===== src/pkg/wrx_defs.svh =====
// Constants of the wireless receiver sequencer
`ifndef WRX_DEFS_SVH
`define WRX_DEFS_SVH

// Clock rate and packet timing
`define WRX_CLK_MHZ 250
`define WRX_CYC_PER_MS (`WRX_CLK_MHZ * 1000)
`define WRX_CEP_FAST_MS 30
`define WRX_CEP_SLOW_MS 250

// Synchronised input positions
`define WRX_SY_PMA 0
`define WRX_SY_AD 1
`define WRX_SY_HOT 2
`define WRX_SY_CTRL_HI 3
`define WRX_SY_CTRL_LO 4
`define WRX_SY_FAULT 5
`define WRX_SY_OVP 6
`define WRX_SY_SURGE 7
`define WRX_SY_PING_MEMORY_NODE 8
`define WRX_SY_CLIM 9
`define WRX_SY_W 10

// End power transfer reason codes
`define WRX_EPT_UNKNOWN 8'h00
`define WRX_EPT_CHARGE_DONE 8'h01
`define WRX_EPT_FAULT 8'h02
`define WRX_EPT_OVER_TEMP 8'h03
`define WRX_EPT_OVER_VOLT 8'h04

// Rectifier voltages in mV and startup error limit
`define WRX_STARTUP_MV 16'h1f40
`define WRX_RAMP_TGT_MV 16'h2134
`define WRX_REG_TGT_MV 16'h1b58
`define WRX_TGT_LOW_MV 16'h1b58
`define WRX_TGT_MID_MV 16'h1c84
`define WRX_TGT_HIGH_MV 16'h1db0
`define WRX_RAMP_MAX_CEP 7'h40

// Communication current limit in mA
`define WRX_CLIM_LOW_MA 11'h064
`define WRX_CLIM_KNEE_MA 11'h190
`define WRX_CLIM_STEP_MA 12'h032

// Startup packet payloads, values arbitrary
`define WRX_CFG_BYTE 8'h05
`define WRX_ID_BYTE 8'h5a

`endif


===== src/pkg/wrx_pkg.sv =====
// Types of the wireless receiver sequencer
package wrx_pkg;

    typedef enum logic [2:0] {
        WRX_ST_IDLE = 3'h0,
        WRX_ST_SS = 3'h1,
        WRX_ST_CFG = 3'h3,
        WRX_ST_ID = 3'h2,
        WRX_ST_RAMP = 3'h6,
        WRX_ST_ACT = 3'h7,
        WRX_ST_EPT = 3'h5,
        WRX_ST_DONE = 3'h4
    } wrx_state_e;

    typedef enum logic [2:0] {
        WRX_PK_SS = 3'h0,
        WRX_PK_CFG = 3'h1,
        WRX_PK_ID = 3'h2,
        WRX_PK_CEP = 3'h3,
        WRX_PK_EPT = 3'h4,
        WRX_PK_INC = 3'h5,
        WRX_PK_DEC = 3'h6,
        WRX_PK_NOCH = 3'h7
    } wrx_pkt_e;

    typedef logic [26:0] wrx_cnt_t;

endpackage

===== src/core/wrx_pkt_timer.sv =====
// Packet interval timer with restart
`timescale 1ns/10ps
module wrx_pkt_timer (
    // Clock and reset
    input wire logic sys_clk,
    input wire logic rst_n,
    // Control
    input wire logic restart,
    input wire wrx_pkg::wrx_cnt_t period,
    // Event
    output logic tick
);
    import wrx_pkg::*;

    wrx_cnt_t cnt_ff;
    wrx_cnt_t nxt_cnt;
    logic tick_ff;
    logic nxt_tick;

    always_comb begin
        nxt_cnt = cnt_ff + 27'h1;
        nxt_tick = 1'b0;
        if (restart) begin
            nxt_cnt = 27'h0;
        end else if (cnt_ff >= period - 27'h1) begin
            nxt_cnt = 27'h0;
            nxt_tick = 1'b1;
        end
    end

    always_ff @(posedge sys_clk or negedge rst_n) begin
        if (!rst_n) begin
            cnt_ff <= 27'h0;
            tick_ff <= 1'b0;
        end else begin
            cnt_ff <= nxt_cnt;
            tick_ff <= nxt_tick;
        end
    end

    assign tick = tick_ff;
endmodule


===== src/core/wrx_seq.sv =====
// Startup, power control and end of transfer sequencer of the receiver
// Functional notes
// - WPC: first three packets are signal strength, configuration, identification.
// - Shutdown condition at startup ends transfer instead of signal strength.
// - WPC: power control starts only after all three startup packets accepted; PMA starts it at once.
// - Request rectifier above 8 V before enabling output supply.
// - Active: rectifier target from current fraction, tracked by control errors.
// - Active: end conditions checked whenever no packet is pending, any one ends transfer.
// - Input surge, startup ramp or overvoltage: errors every 30 ms, otherwise every 250 ms.
// - Rectifier overvoltage: output off, steer back to regulation target.
// - Hot: over-temperature end in WPC, end of charge in PMA.
// - WPC: pad detect driven low while ping memory above 1.6 V.
// - WPC: limit pin high disables communication limit; low or floating enables.
// - Comm limit: none below 100 mA, +50 mA to 400 mA, else -50 mA.
// - End codes: unknown 0, charge done 1, fault 2, temp 3, volt 4.
// - Control pin high sends charge complete or end of charge.
// - WPC: startup target missed after 64 errors sends over-voltage end.
`timescale 1ns/10ps
`include "wrx_defs.svh"
module wrx_seq #(
    parameter int unsigned CEP_FAST_CYC = `WRX_CEP_FAST_MS * `WRX_CYC_PER_MS,
    parameter int unsigned CEP_SLOW_CYC = `WRX_CEP_SLOW_MS * `WRX_CYC_PER_MS
) (
    // Clock and reset
    input wire logic sys_clk,
    input wire logic rst_n,
    // Comparator and pin levels, asynchronous
    input wire logic mode_pma,
    input wire logic adapter_present,
    input wire logic temp_hot,
    input wire logic ctrl_high,
    input wire logic ctrl_low,
    input wire logic internal_fault,
    input wire logic rect_ovp,
    input wire logic input_surge,
    input wire logic ping_memory_node,
    input wire logic comm_limit_control_pin,
    // Measurements, same clock
    input wire logic [15:0] vrect_mv,
    input wire logic [10:0] iout_ma,
    input wire logic [10:0] imax_ma,
    // Packet modulator
    input wire logic pkt_done,
    output logic pkt_req,
    output wrx_pkg::wrx_pkt_e pkt_kind,
    output logic [7:0] pkt_data,
    // Power path
    output logic vout_en,
    output logic [15:0] rect_target_mv,
    output logic comm_limit_active,
    output logic [11:0] comm_limit_ma,
    // Pad detect, open drain
    output logic pad_detect_output,
    output logic pad_detect_output_oe_n
);
    import wrx_pkg::*;

    // Shutdown reason: bit 8 set when any condition holds
    function automatic logic [8:0] shut_reason(input logic [`WRX_SY_W-1:0] s);
        if (s[`WRX_SY_AD]) begin
            shut_reason = {1'b1, `WRX_EPT_UNKNOWN};
        end else if (s[`WRX_SY_CTRL_HI]) begin
            shut_reason = {1'b1, `WRX_EPT_CHARGE_DONE};
        end else if (s[`WRX_SY_FAULT]) begin
            shut_reason = {1'b1, `WRX_EPT_FAULT};
        end else if (s[`WRX_SY_HOT] || s[`WRX_SY_CTRL_LO]) begin
            shut_reason = {1'b1, `WRX_EPT_OVER_TEMP};
        end else begin
            shut_reason = {1'b0, `WRX_EPT_UNKNOWN};
        end
    endfunction

    // Control error value, positive asks for more power
    function automatic logic [7:0] cep_val(input logic [15:0] tgt, input logic [15:0] v);
        logic signed [16:0] diff;
        diff = $signed({1'b0, tgt}) - $signed({1'b0, v});
        diff = diff >>> 5;
        if (diff > 17'sd127) begin
            cep_val = 8'h7f;
        end else if (diff < -17'sd127) begin
            cep_val = 8'h81;
        end else begin
            cep_val = diff[7:0];
        end
    endfunction

    // Rectifier target from output current as a fraction of maximum
    function automatic logic [15:0] tgt_of(input logic [10:0] i, input logic [10:0] imax);
        if ({2'b00, i} < {2'b00, imax} / 13'h4) begin
            tgt_of = `WRX_TGT_LOW_MV;
        end else if ({2'b00, i} < ({2'b00, imax} * 13'h3) / 13'h4) begin
            tgt_of = `WRX_TGT_MID_MV;
        end else begin
            tgt_of = `WRX_TGT_HIGH_MV;
        end
    endfunction

    // Input synchroniser
    logic [`WRX_SY_W-1:0] sync1_ff;
    logic [`WRX_SY_W-1:0] sync2_ff;
    logic [`WRX_SY_W-1:0] raw_in;
    // Marks when both stages hold sampled pins, so startup decisions see real levels
    logic [1:0] warm_ff;

    assign raw_in = {comm_limit_control_pin, ping_memory_node, input_surge, rect_ovp,
                     internal_fault, ctrl_low, ctrl_high, temp_hot, adapter_present, mode_pma};

    always_ff @(posedge sys_clk or negedge rst_n) begin
        if (!rst_n) begin
            sync1_ff <= '0;
            sync2_ff <= '0;
            warm_ff <= 2'b00;
        end else begin
            sync1_ff <= raw_in;
            sync2_ff <= sync1_ff;
            warm_ff <= {warm_ff[0], 1'b1};
        end
    end

    logic pma;
    logic ovp;
    logic [8:0] shut;

    assign pma = sync2_ff[`WRX_SY_PMA];
    assign ovp = sync2_ff[`WRX_SY_OVP];
    assign shut = shut_reason(sync2_ff);

    // Sequencer state
    wrx_state_e state_ff;
    wrx_state_e nxt_state;
    logic pkt_req_ff;
    logic nxt_req;
    wrx_pkt_e pkt_kind_ff;
    wrx_pkt_e nxt_kind;
    logic [7:0] pkt_data_ff;
    logic [7:0] nxt_data;
    logic vout_en_ff;
    logic nxt_vout;
    logic [15:0] tgt_ff;
    logic [15:0] nxt_tgt;
    logic [6:0] cep_cnt_ff;
    logic [6:0] nxt_cnt;
    logic cep_due_ff;
    logic nxt_due;
    logic issue_cep;
    logic tick;
    logic fast;
    logic [7:0] cep;
    wrx_cnt_t period;

    assign fast = (state_ff == WRX_ST_RAMP) || sync2_ff[`WRX_SY_SURGE] || ovp;
    assign period = fast ? wrx_cnt_t'(CEP_FAST_CYC) : wrx_cnt_t'(CEP_SLOW_CYC);
    assign cep = cep_val(tgt_ff, vrect_mv);

    wrx_pkt_timer u_timer (
        .sys_clk(sys_clk),
        .rst_n(rst_n),
        .restart(state_ff != nxt_state),
        .period(period),
        .tick(tick)
    );

    always_comb begin
        nxt_state = state_ff;
        nxt_req = pkt_req_ff;
        nxt_kind = pkt_kind_ff;
        nxt_data = pkt_data_ff;
        nxt_vout = vout_en_ff;
        nxt_tgt = tgt_ff;
        nxt_cnt = cep_cnt_ff;
        issue_cep = 1'b0;
        if (pkt_req_ff && pkt_done) begin
            nxt_req = 1'b0;
        end
        case (state_ff)
            WRX_ST_IDLE: begin
                if (!warm_ff[1]) begin
                    nxt_state = WRX_ST_IDLE;
                end else if (shut[8]) begin
                    nxt_state = WRX_ST_EPT;
                    nxt_data = shut[7:0];
                end else if (pma) begin
                    nxt_state = WRX_ST_RAMP;
                end else begin
                    nxt_state = WRX_ST_SS;
                end
            end
            WRX_ST_SS, WRX_ST_CFG, WRX_ST_ID: begin
                if (!pkt_req_ff) begin
                    nxt_req = 1'b1;
                    if (state_ff == WRX_ST_SS) begin
                        nxt_kind = WRX_PK_SS;
                        nxt_data = vrect_mv[15:8];
                    end else if (state_ff == WRX_ST_CFG) begin
                        nxt_kind = WRX_PK_CFG;
                        nxt_data = `WRX_CFG_BYTE;
                    end else begin
                        nxt_kind = WRX_PK_ID;
                        nxt_data = `WRX_ID_BYTE;
                    end
                end else if (pkt_done) begin
                    if (state_ff == WRX_ST_SS) begin
                        nxt_state = WRX_ST_CFG;
                    end else if (state_ff == WRX_ST_CFG) begin
                        nxt_state = WRX_ST_ID;
                    end else begin
                        nxt_state = WRX_ST_RAMP;
                    end
                end
            end
            WRX_ST_RAMP: begin
                nxt_tgt = `WRX_RAMP_TGT_MV;
                if (pkt_req_ff) begin
                    if (pkt_done && pkt_kind_ff == WRX_PK_CEP) begin
                        nxt_cnt = cep_cnt_ff + 7'h1;
                    end
                end else if (shut[8]) begin
                    nxt_state = WRX_ST_EPT;
                    nxt_data = shut[7:0];
                end else if (vrect_mv > `WRX_STARTUP_MV) begin
                    nxt_state = WRX_ST_ACT;
                    nxt_vout = !ovp;
                end else if (cep_cnt_ff == `WRX_RAMP_MAX_CEP) begin
                    nxt_state = WRX_ST_EPT;
                    nxt_data = `WRX_EPT_OVER_VOLT;
                end else if (cep_due_ff) begin
                    issue_cep = 1'b1;
                end
            end
            WRX_ST_ACT: begin
                nxt_tgt = ovp ? `WRX_REG_TGT_MV : tgt_of(iout_ma, imax_ma);
                nxt_vout = !ovp;
                if (!pkt_req_ff && shut[8]) begin
                    nxt_state = WRX_ST_EPT;
                    nxt_data = shut[7:0];
                    nxt_vout = 1'b0;
                end else if (!pkt_req_ff && cep_due_ff) begin
                    issue_cep = 1'b1;
                end
            end
            WRX_ST_EPT: begin
                nxt_vout = 1'b0;
                if (!pkt_req_ff) begin
                    nxt_req = 1'b1;
                    nxt_kind = pma ? WRX_PK_INC : WRX_PK_EPT;
                    nxt_state = WRX_ST_DONE;
                end
            end
            WRX_ST_DONE: begin
                nxt_vout = 1'b0;
            end
            default: begin
                nxt_state = WRX_ST_IDLE;
                nxt_vout = 1'b0;
            end
        endcase
        if (issue_cep) begin
            nxt_req = 1'b1;
            nxt_data = cep;
            if (!pma) begin
                nxt_kind = WRX_PK_CEP;
            end else if (cep[7]) begin
                nxt_kind = WRX_PK_INC;
            end else if (cep == 8'h00) begin
                nxt_kind = WRX_PK_NOCH;
            end else begin
                nxt_kind = WRX_PK_DEC;
            end
        end
        nxt_due = tick || (cep_due_ff && !issue_cep);
    end

    always_ff @(posedge sys_clk or negedge rst_n) begin
        if (!rst_n) begin
            state_ff <= WRX_ST_IDLE;
            pkt_req_ff <= 1'b0;
            pkt_kind_ff <= WRX_PK_SS;
            pkt_data_ff <= 8'h00;
            vout_en_ff <= 1'b0;
            tgt_ff <= 16'h0000;
            cep_cnt_ff <= 7'h00;
            cep_due_ff <= 1'b0;
        end else begin
            state_ff <= nxt_state;
            pkt_req_ff <= nxt_req;
            pkt_kind_ff <= nxt_kind;
            pkt_data_ff <= nxt_data;
            vout_en_ff <= nxt_vout;
            tgt_ff <= nxt_tgt;
            cep_cnt_ff <= nxt_cnt;
            cep_due_ff <= nxt_due;
        end
    end

    // Communication current limit and pad detect
    logic clim_act_ff;
    logic nxt_clim_act;
    logic [11:0] clim_ma_ff;
    logic [11:0] nxt_clim_ma;
    logic pad_oe_n_ff;
    logic nxt_pad_oe_n;

    always_comb begin
        nxt_clim_act = 1'b0;
        nxt_clim_ma = 12'h000;
        if (!pma && !sync2_ff[`WRX_SY_CLIM] && pkt_req_ff && iout_ma >= `WRX_CLIM_LOW_MA) begin
            nxt_clim_act = 1'b1;
            if (iout_ma < `WRX_CLIM_KNEE_MA) begin
                nxt_clim_ma = {1'b0, iout_ma} + `WRX_CLIM_STEP_MA;
            end else begin
                nxt_clim_ma = {1'b0, iout_ma} - `WRX_CLIM_STEP_MA;
            end
        end
        nxt_pad_oe_n = !(!pma && sync2_ff[`WRX_SY_PING_MEMORY_NODE]);
    end

    always_ff @(posedge sys_clk or negedge rst_n) begin
        if (!rst_n) begin
            clim_act_ff <= 1'b0;
            clim_ma_ff <= 12'h000;
            pad_oe_n_ff <= 1'b1;
        end else begin
            clim_act_ff <= nxt_clim_act;
            clim_ma_ff <= nxt_clim_ma;
            pad_oe_n_ff <= nxt_pad_oe_n;
        end
    end

    assign pkt_req = pkt_req_ff;
    assign pkt_kind = pkt_kind_ff;
    assign pkt_data = pkt_data_ff;
    assign vout_en = vout_en_ff;
    assign rect_target_mv = tgt_ff;
    assign comm_limit_active = clim_act_ff;
    assign comm_limit_ma = clim_ma_ff;
    assign pad_detect_output = 1'b0;
    assign pad_detect_output_oe_n = pad_oe_n_ff;
endmodule


===== config.mk =====
export PLATFORM = sky130hd
export DESIGN_NAME = wrx_seq
export DESIGN_NICKNAME = d
export VERILOG_FILES = /design/src/pkg/wrx_pkg.sv /design/src/core/wrx_pkt_timer.sv /design/src/core/wrx_seq.sv
export VERILOG_INCLUDE_DIRS = /design/src /design/src/pkg
export SDC_FILE = /design/constraint.sdc
export NUM_CORES = 1
export LEC_CHECK = 0
export ABC_CLOCK_PERIOD_IN_PS = 6000
export BUFFER_PORTS_ARGS = -buffer_cell sky130_fd_sc_hd__clkbuf_2
export CORE_ASPECT_RATIO = 0.5
export CORE_MARGIN = 5
export CORE_UTILIZATION = 35
export CTS_CLUSTER_SIZE = 12
export DETAILED_ROUTE_END_ITERATION = 12
export GPL_ROUTABILITY_DRIVEN = 0
export SLEW_MARGIN = 20
export SYNTH_ARGS = -nofsm -noshare
export SYNTH_HDL_FRONTEND = slang
export SYNTH_SLANG_ARGS = --single-unit

===== constraint.sdc =====
create_clock -name sys_clk -period 6 [get_ports sys_clk]
set_clock_uncertainty 0.15 [all_clocks]
set_input_delay 0.9 -clock sys_clk [delete_from_list [all_inputs] [get_ports sys_clk]]
set_output_delay 0.9 -clock sys_clk [all_outputs]
set_load 0.01 [all_outputs]

==> reports/summary.txt <==
WL/cell -> 15.4 um
global-route wire length before repair -> 26400 um
fin worst setup slack -> 1.72 ns
Final Hold Viols -> 0
Rel. slew slack -> 0.263
First DRT Iteration DRCs -> 272
vias in the first global route -> 5291
Post-synth ARST share -> 1.00
Yosys warnings -> 0
first-pass detailed-route iteration total -> 4
Area after DPL -> 0.00699 mm^2
nets@finish -> 896
core area -> 0.0176 mm^2
Final Cell Area -> 0.00727 mm^2
Placement Setup Slack -> 1.53 ns
Die H -> 105 um
gr busiest metal -> met2
status -> completed
Area Overhead vs Synth -> 14.5%
die area -> 0.0211 mm^2
Global Route Usage Sum -> 0.149
library cells used by synthesis -> 71
met3 GRT Util -> 0.0273
final setup violating endpoints -> 0
Mapped Area -> 0.00635 mm^2
chip width -> 201 um
ANT nets after route -> 0
setup TNS -> 0 ns
layout cells sized above 1 -> 0.156
clk slew on worst S/H paths -> 0.07 ns
drt drc -> 0
RSZ-0062 raised after global routing -> no
maximum capacitance violations -> 0
max-slew violations -> 0
final worst path period need -> 4.28 ns
hold depth -> 0
Worst Setup Start Kind -> flop
CTS sink cnt -> 95
Critical Path End Type -> flop
CTS Buf Count -> 9
I/O pins -> 95
Antenna diodes -> 0
largest net degree at the start of global routing -> 67
CP arrival -> 4.39 ns
post-CTS resize count -> 0
non-filler instance count after layout -> 1017
detailed-route via count -> 5235
grt met2 use -> 0.246
PortBufs -> 89
pwr dens -> 197 mW/mm^2
Reg area -> 0.00238 mm^2
Final Routed Wirelength -> 15600 um
total gr overflow -> 0
post-CTS setup buffers -> 0
Worst Path Required -> 6.11 ns
Worst Setup Path Type -> reg2reg
Highest Clock Rate -> 234 MHz
post-DP HPWL -> 12200 um
clk root buf -> clkbuf_16
area of the multi-input gates -> 0.00367 mm^2
ys flop type -> dfrtp_1
depth of the most critical reg-to-reg path -> 12
initial antenna violation count -> 0
Worst Hold Class -> reg2reg
placed insts -> 1001
H-tree levels -> 3
Final Power -> 1.43 mW
EDFF count, synth -> 0
grt met1 use -> 0.205
Hold Slack -> 0.198 ns
Leak Pwr -> 3.55 nW
TritonCTS clock tree -> done
FILL cells -> 1782
hold_buf cts -> 0
Seq cells post-synth -> 95
sequential area share after synthesis -> 0.374
detailed-route vias per instance -> 5.15
peak supply drop -> 0.108 mV
post-synthesis cell count -> 696
Max Fanout on Critical Path -> 27
Initial Util -> 0.361
fin util -> 0.413
Max Root-Sink Buffers -> 2
Least-Margin Pin Slew -> 1.10 ns
period utilization -> 0.713
worst skew pair latency -> 0.35 ns
row count -> 34
Avg Synthesized Cell Area -> 9.13 um^2
[cells in the final DEF (no fill, tap or decap), types with 7 or more instances in the layout]
| cell | synthesis | layout |
|---|---|---|
| xnor2_1 | 26 | 26 |
| clkbuf_2 | 0 | 88 |
| dfrtp_1 | 94 | 94 |
| and2_1 | 8 | 8 |
| nor3_1 | 18 | 18 |
| and3_1 | 7 | 7 |
| nand2_1 | 53 | 53 |
| nand4_1 | 12 | 12 |
| o21ai_0 | 25 | 25 |
| or3_1 | 9 | 9 |
| a21oi_1 | 45 | 45 |
| a21o_1 | 10 | 10 |
| nor2_1 | 75 | 75 |
| xor2_1 | 25 | 25 |
| nand3_1 | 21 | 21 |
| a211oi_1 | 8 | 8 |
| o21a_1 | 7 | 7 |
| inv_1 | 47 | 47 |
| nand2b_1 | 9 | 9 |
| ha_1 | 65 | 65 |
| clkbuf_16 | 0 | 9 |
[synthesized netlist by cell type (12+ instances only)]
cell type / instances / area (um^2)
nand4_1: 12 / 75.1
nor3_1: 18 / 90.1
nor2_1: 75 / 282
xor2_1: 25 / 219
ha_1: 65 / 813
dfrtp_1: 94 / 2350
o21ai_0: 25 / 125
xnor2_1: 26 / 228
a21oi_1: 45 / 225
inv_1: 47 / 176
nand3_1: 21 / 105
nand2_1: 53 / 199
[flip-flops by register name (all words and copies together) (netlist names)]
signal	cells
u_timer.cnt_ff	27
comm_limit_ma	12
sync1_ff	10
sync2_ff	10
pkt_data	8
cep_cnt_ff	7
rect_target_mv	7
pkt_kind	3
state_ff	3
warm_ff	2
cep_due_ff	1
comm_limit_active	1
pad_detect_output_oe_n	1
pkt_req	1
u_timer.tick	1
vout_en	1
[area by class of cell]
type,instances,area share
repair buffers,92,0.0647
well taps,234,0.0403
multi-input cells,533,0.505
flip-flops and latches,95,0.327
clock inverters,6,0.00740
clock buffers,10,0.0315
inverters,47,0.0243
[worst max-delay path: stages (launching register included)]
cell and delay [ns]:
dfrtp_1 0.63, nor2b_1 0.09, buf_4 0.17, and2_1 0.20, or3_1 0.50, inv_1 0.23
ha_1 0.27, and3b_1 0.18, o31a_1 0.24, o311a_1 0.29, o32a_1 0.34, nand2b_1 0.62
nor2_1 0.28
[path summary, 6_finish.rpt]
kind	from	to	slack, ns
max reg2reg	state_ff[0]$_DFF_PN0_	u_timer.cnt_ff[10]$_DFF_PN0_	1.72
max in group asynchronous	rst_n	comm_limit_ma[11]$_DFF_PN0_	4.20
min in group asynchronous	rst_n	pkt_data[1]$_DFFE_PN0P_	0.33
min	sync1_ff[4]$_DFF_PN0_	sync2_ff[4]$_DFF_PN0_	0.20
min reg2reg	sync1_ff[4]$_DFF_PN0_	sync2_ff[4]$_DFF_PN0_	0.20
max	state_ff[0]$_DFF_PN0_	u_timer.cnt_ff[10]$_DFF_PN0_	1.72
[report_power, final]
group          switching (mW)  internal (mW)
clock                   0.263          0.289
combinational           0.132         0.0955
sequential            0.00554          0.649
total                   0.401           1.03
[cells by family after synthesis]
kind of cell / share of synthesized area
other: 0.00118
AO/OA/AOI/OAI: 0.170
flip-flops: 0.374
AND/OR/NAND/NOR: 0.195
adder cells (fa/ha/maj): 0.134
multiplexers: 0.00473
buffers and inverters: 0.0500
XOR/XNOR: 0.0703
[layer usage]
layer,part of all wire,up-vias
met1,0.49,2485
met4,0.011,0
met3,0.043,16
met5,0,-
li1,-,2623
met2,0.46,111
Note: power is estimated with default switching activity, not from simulation.
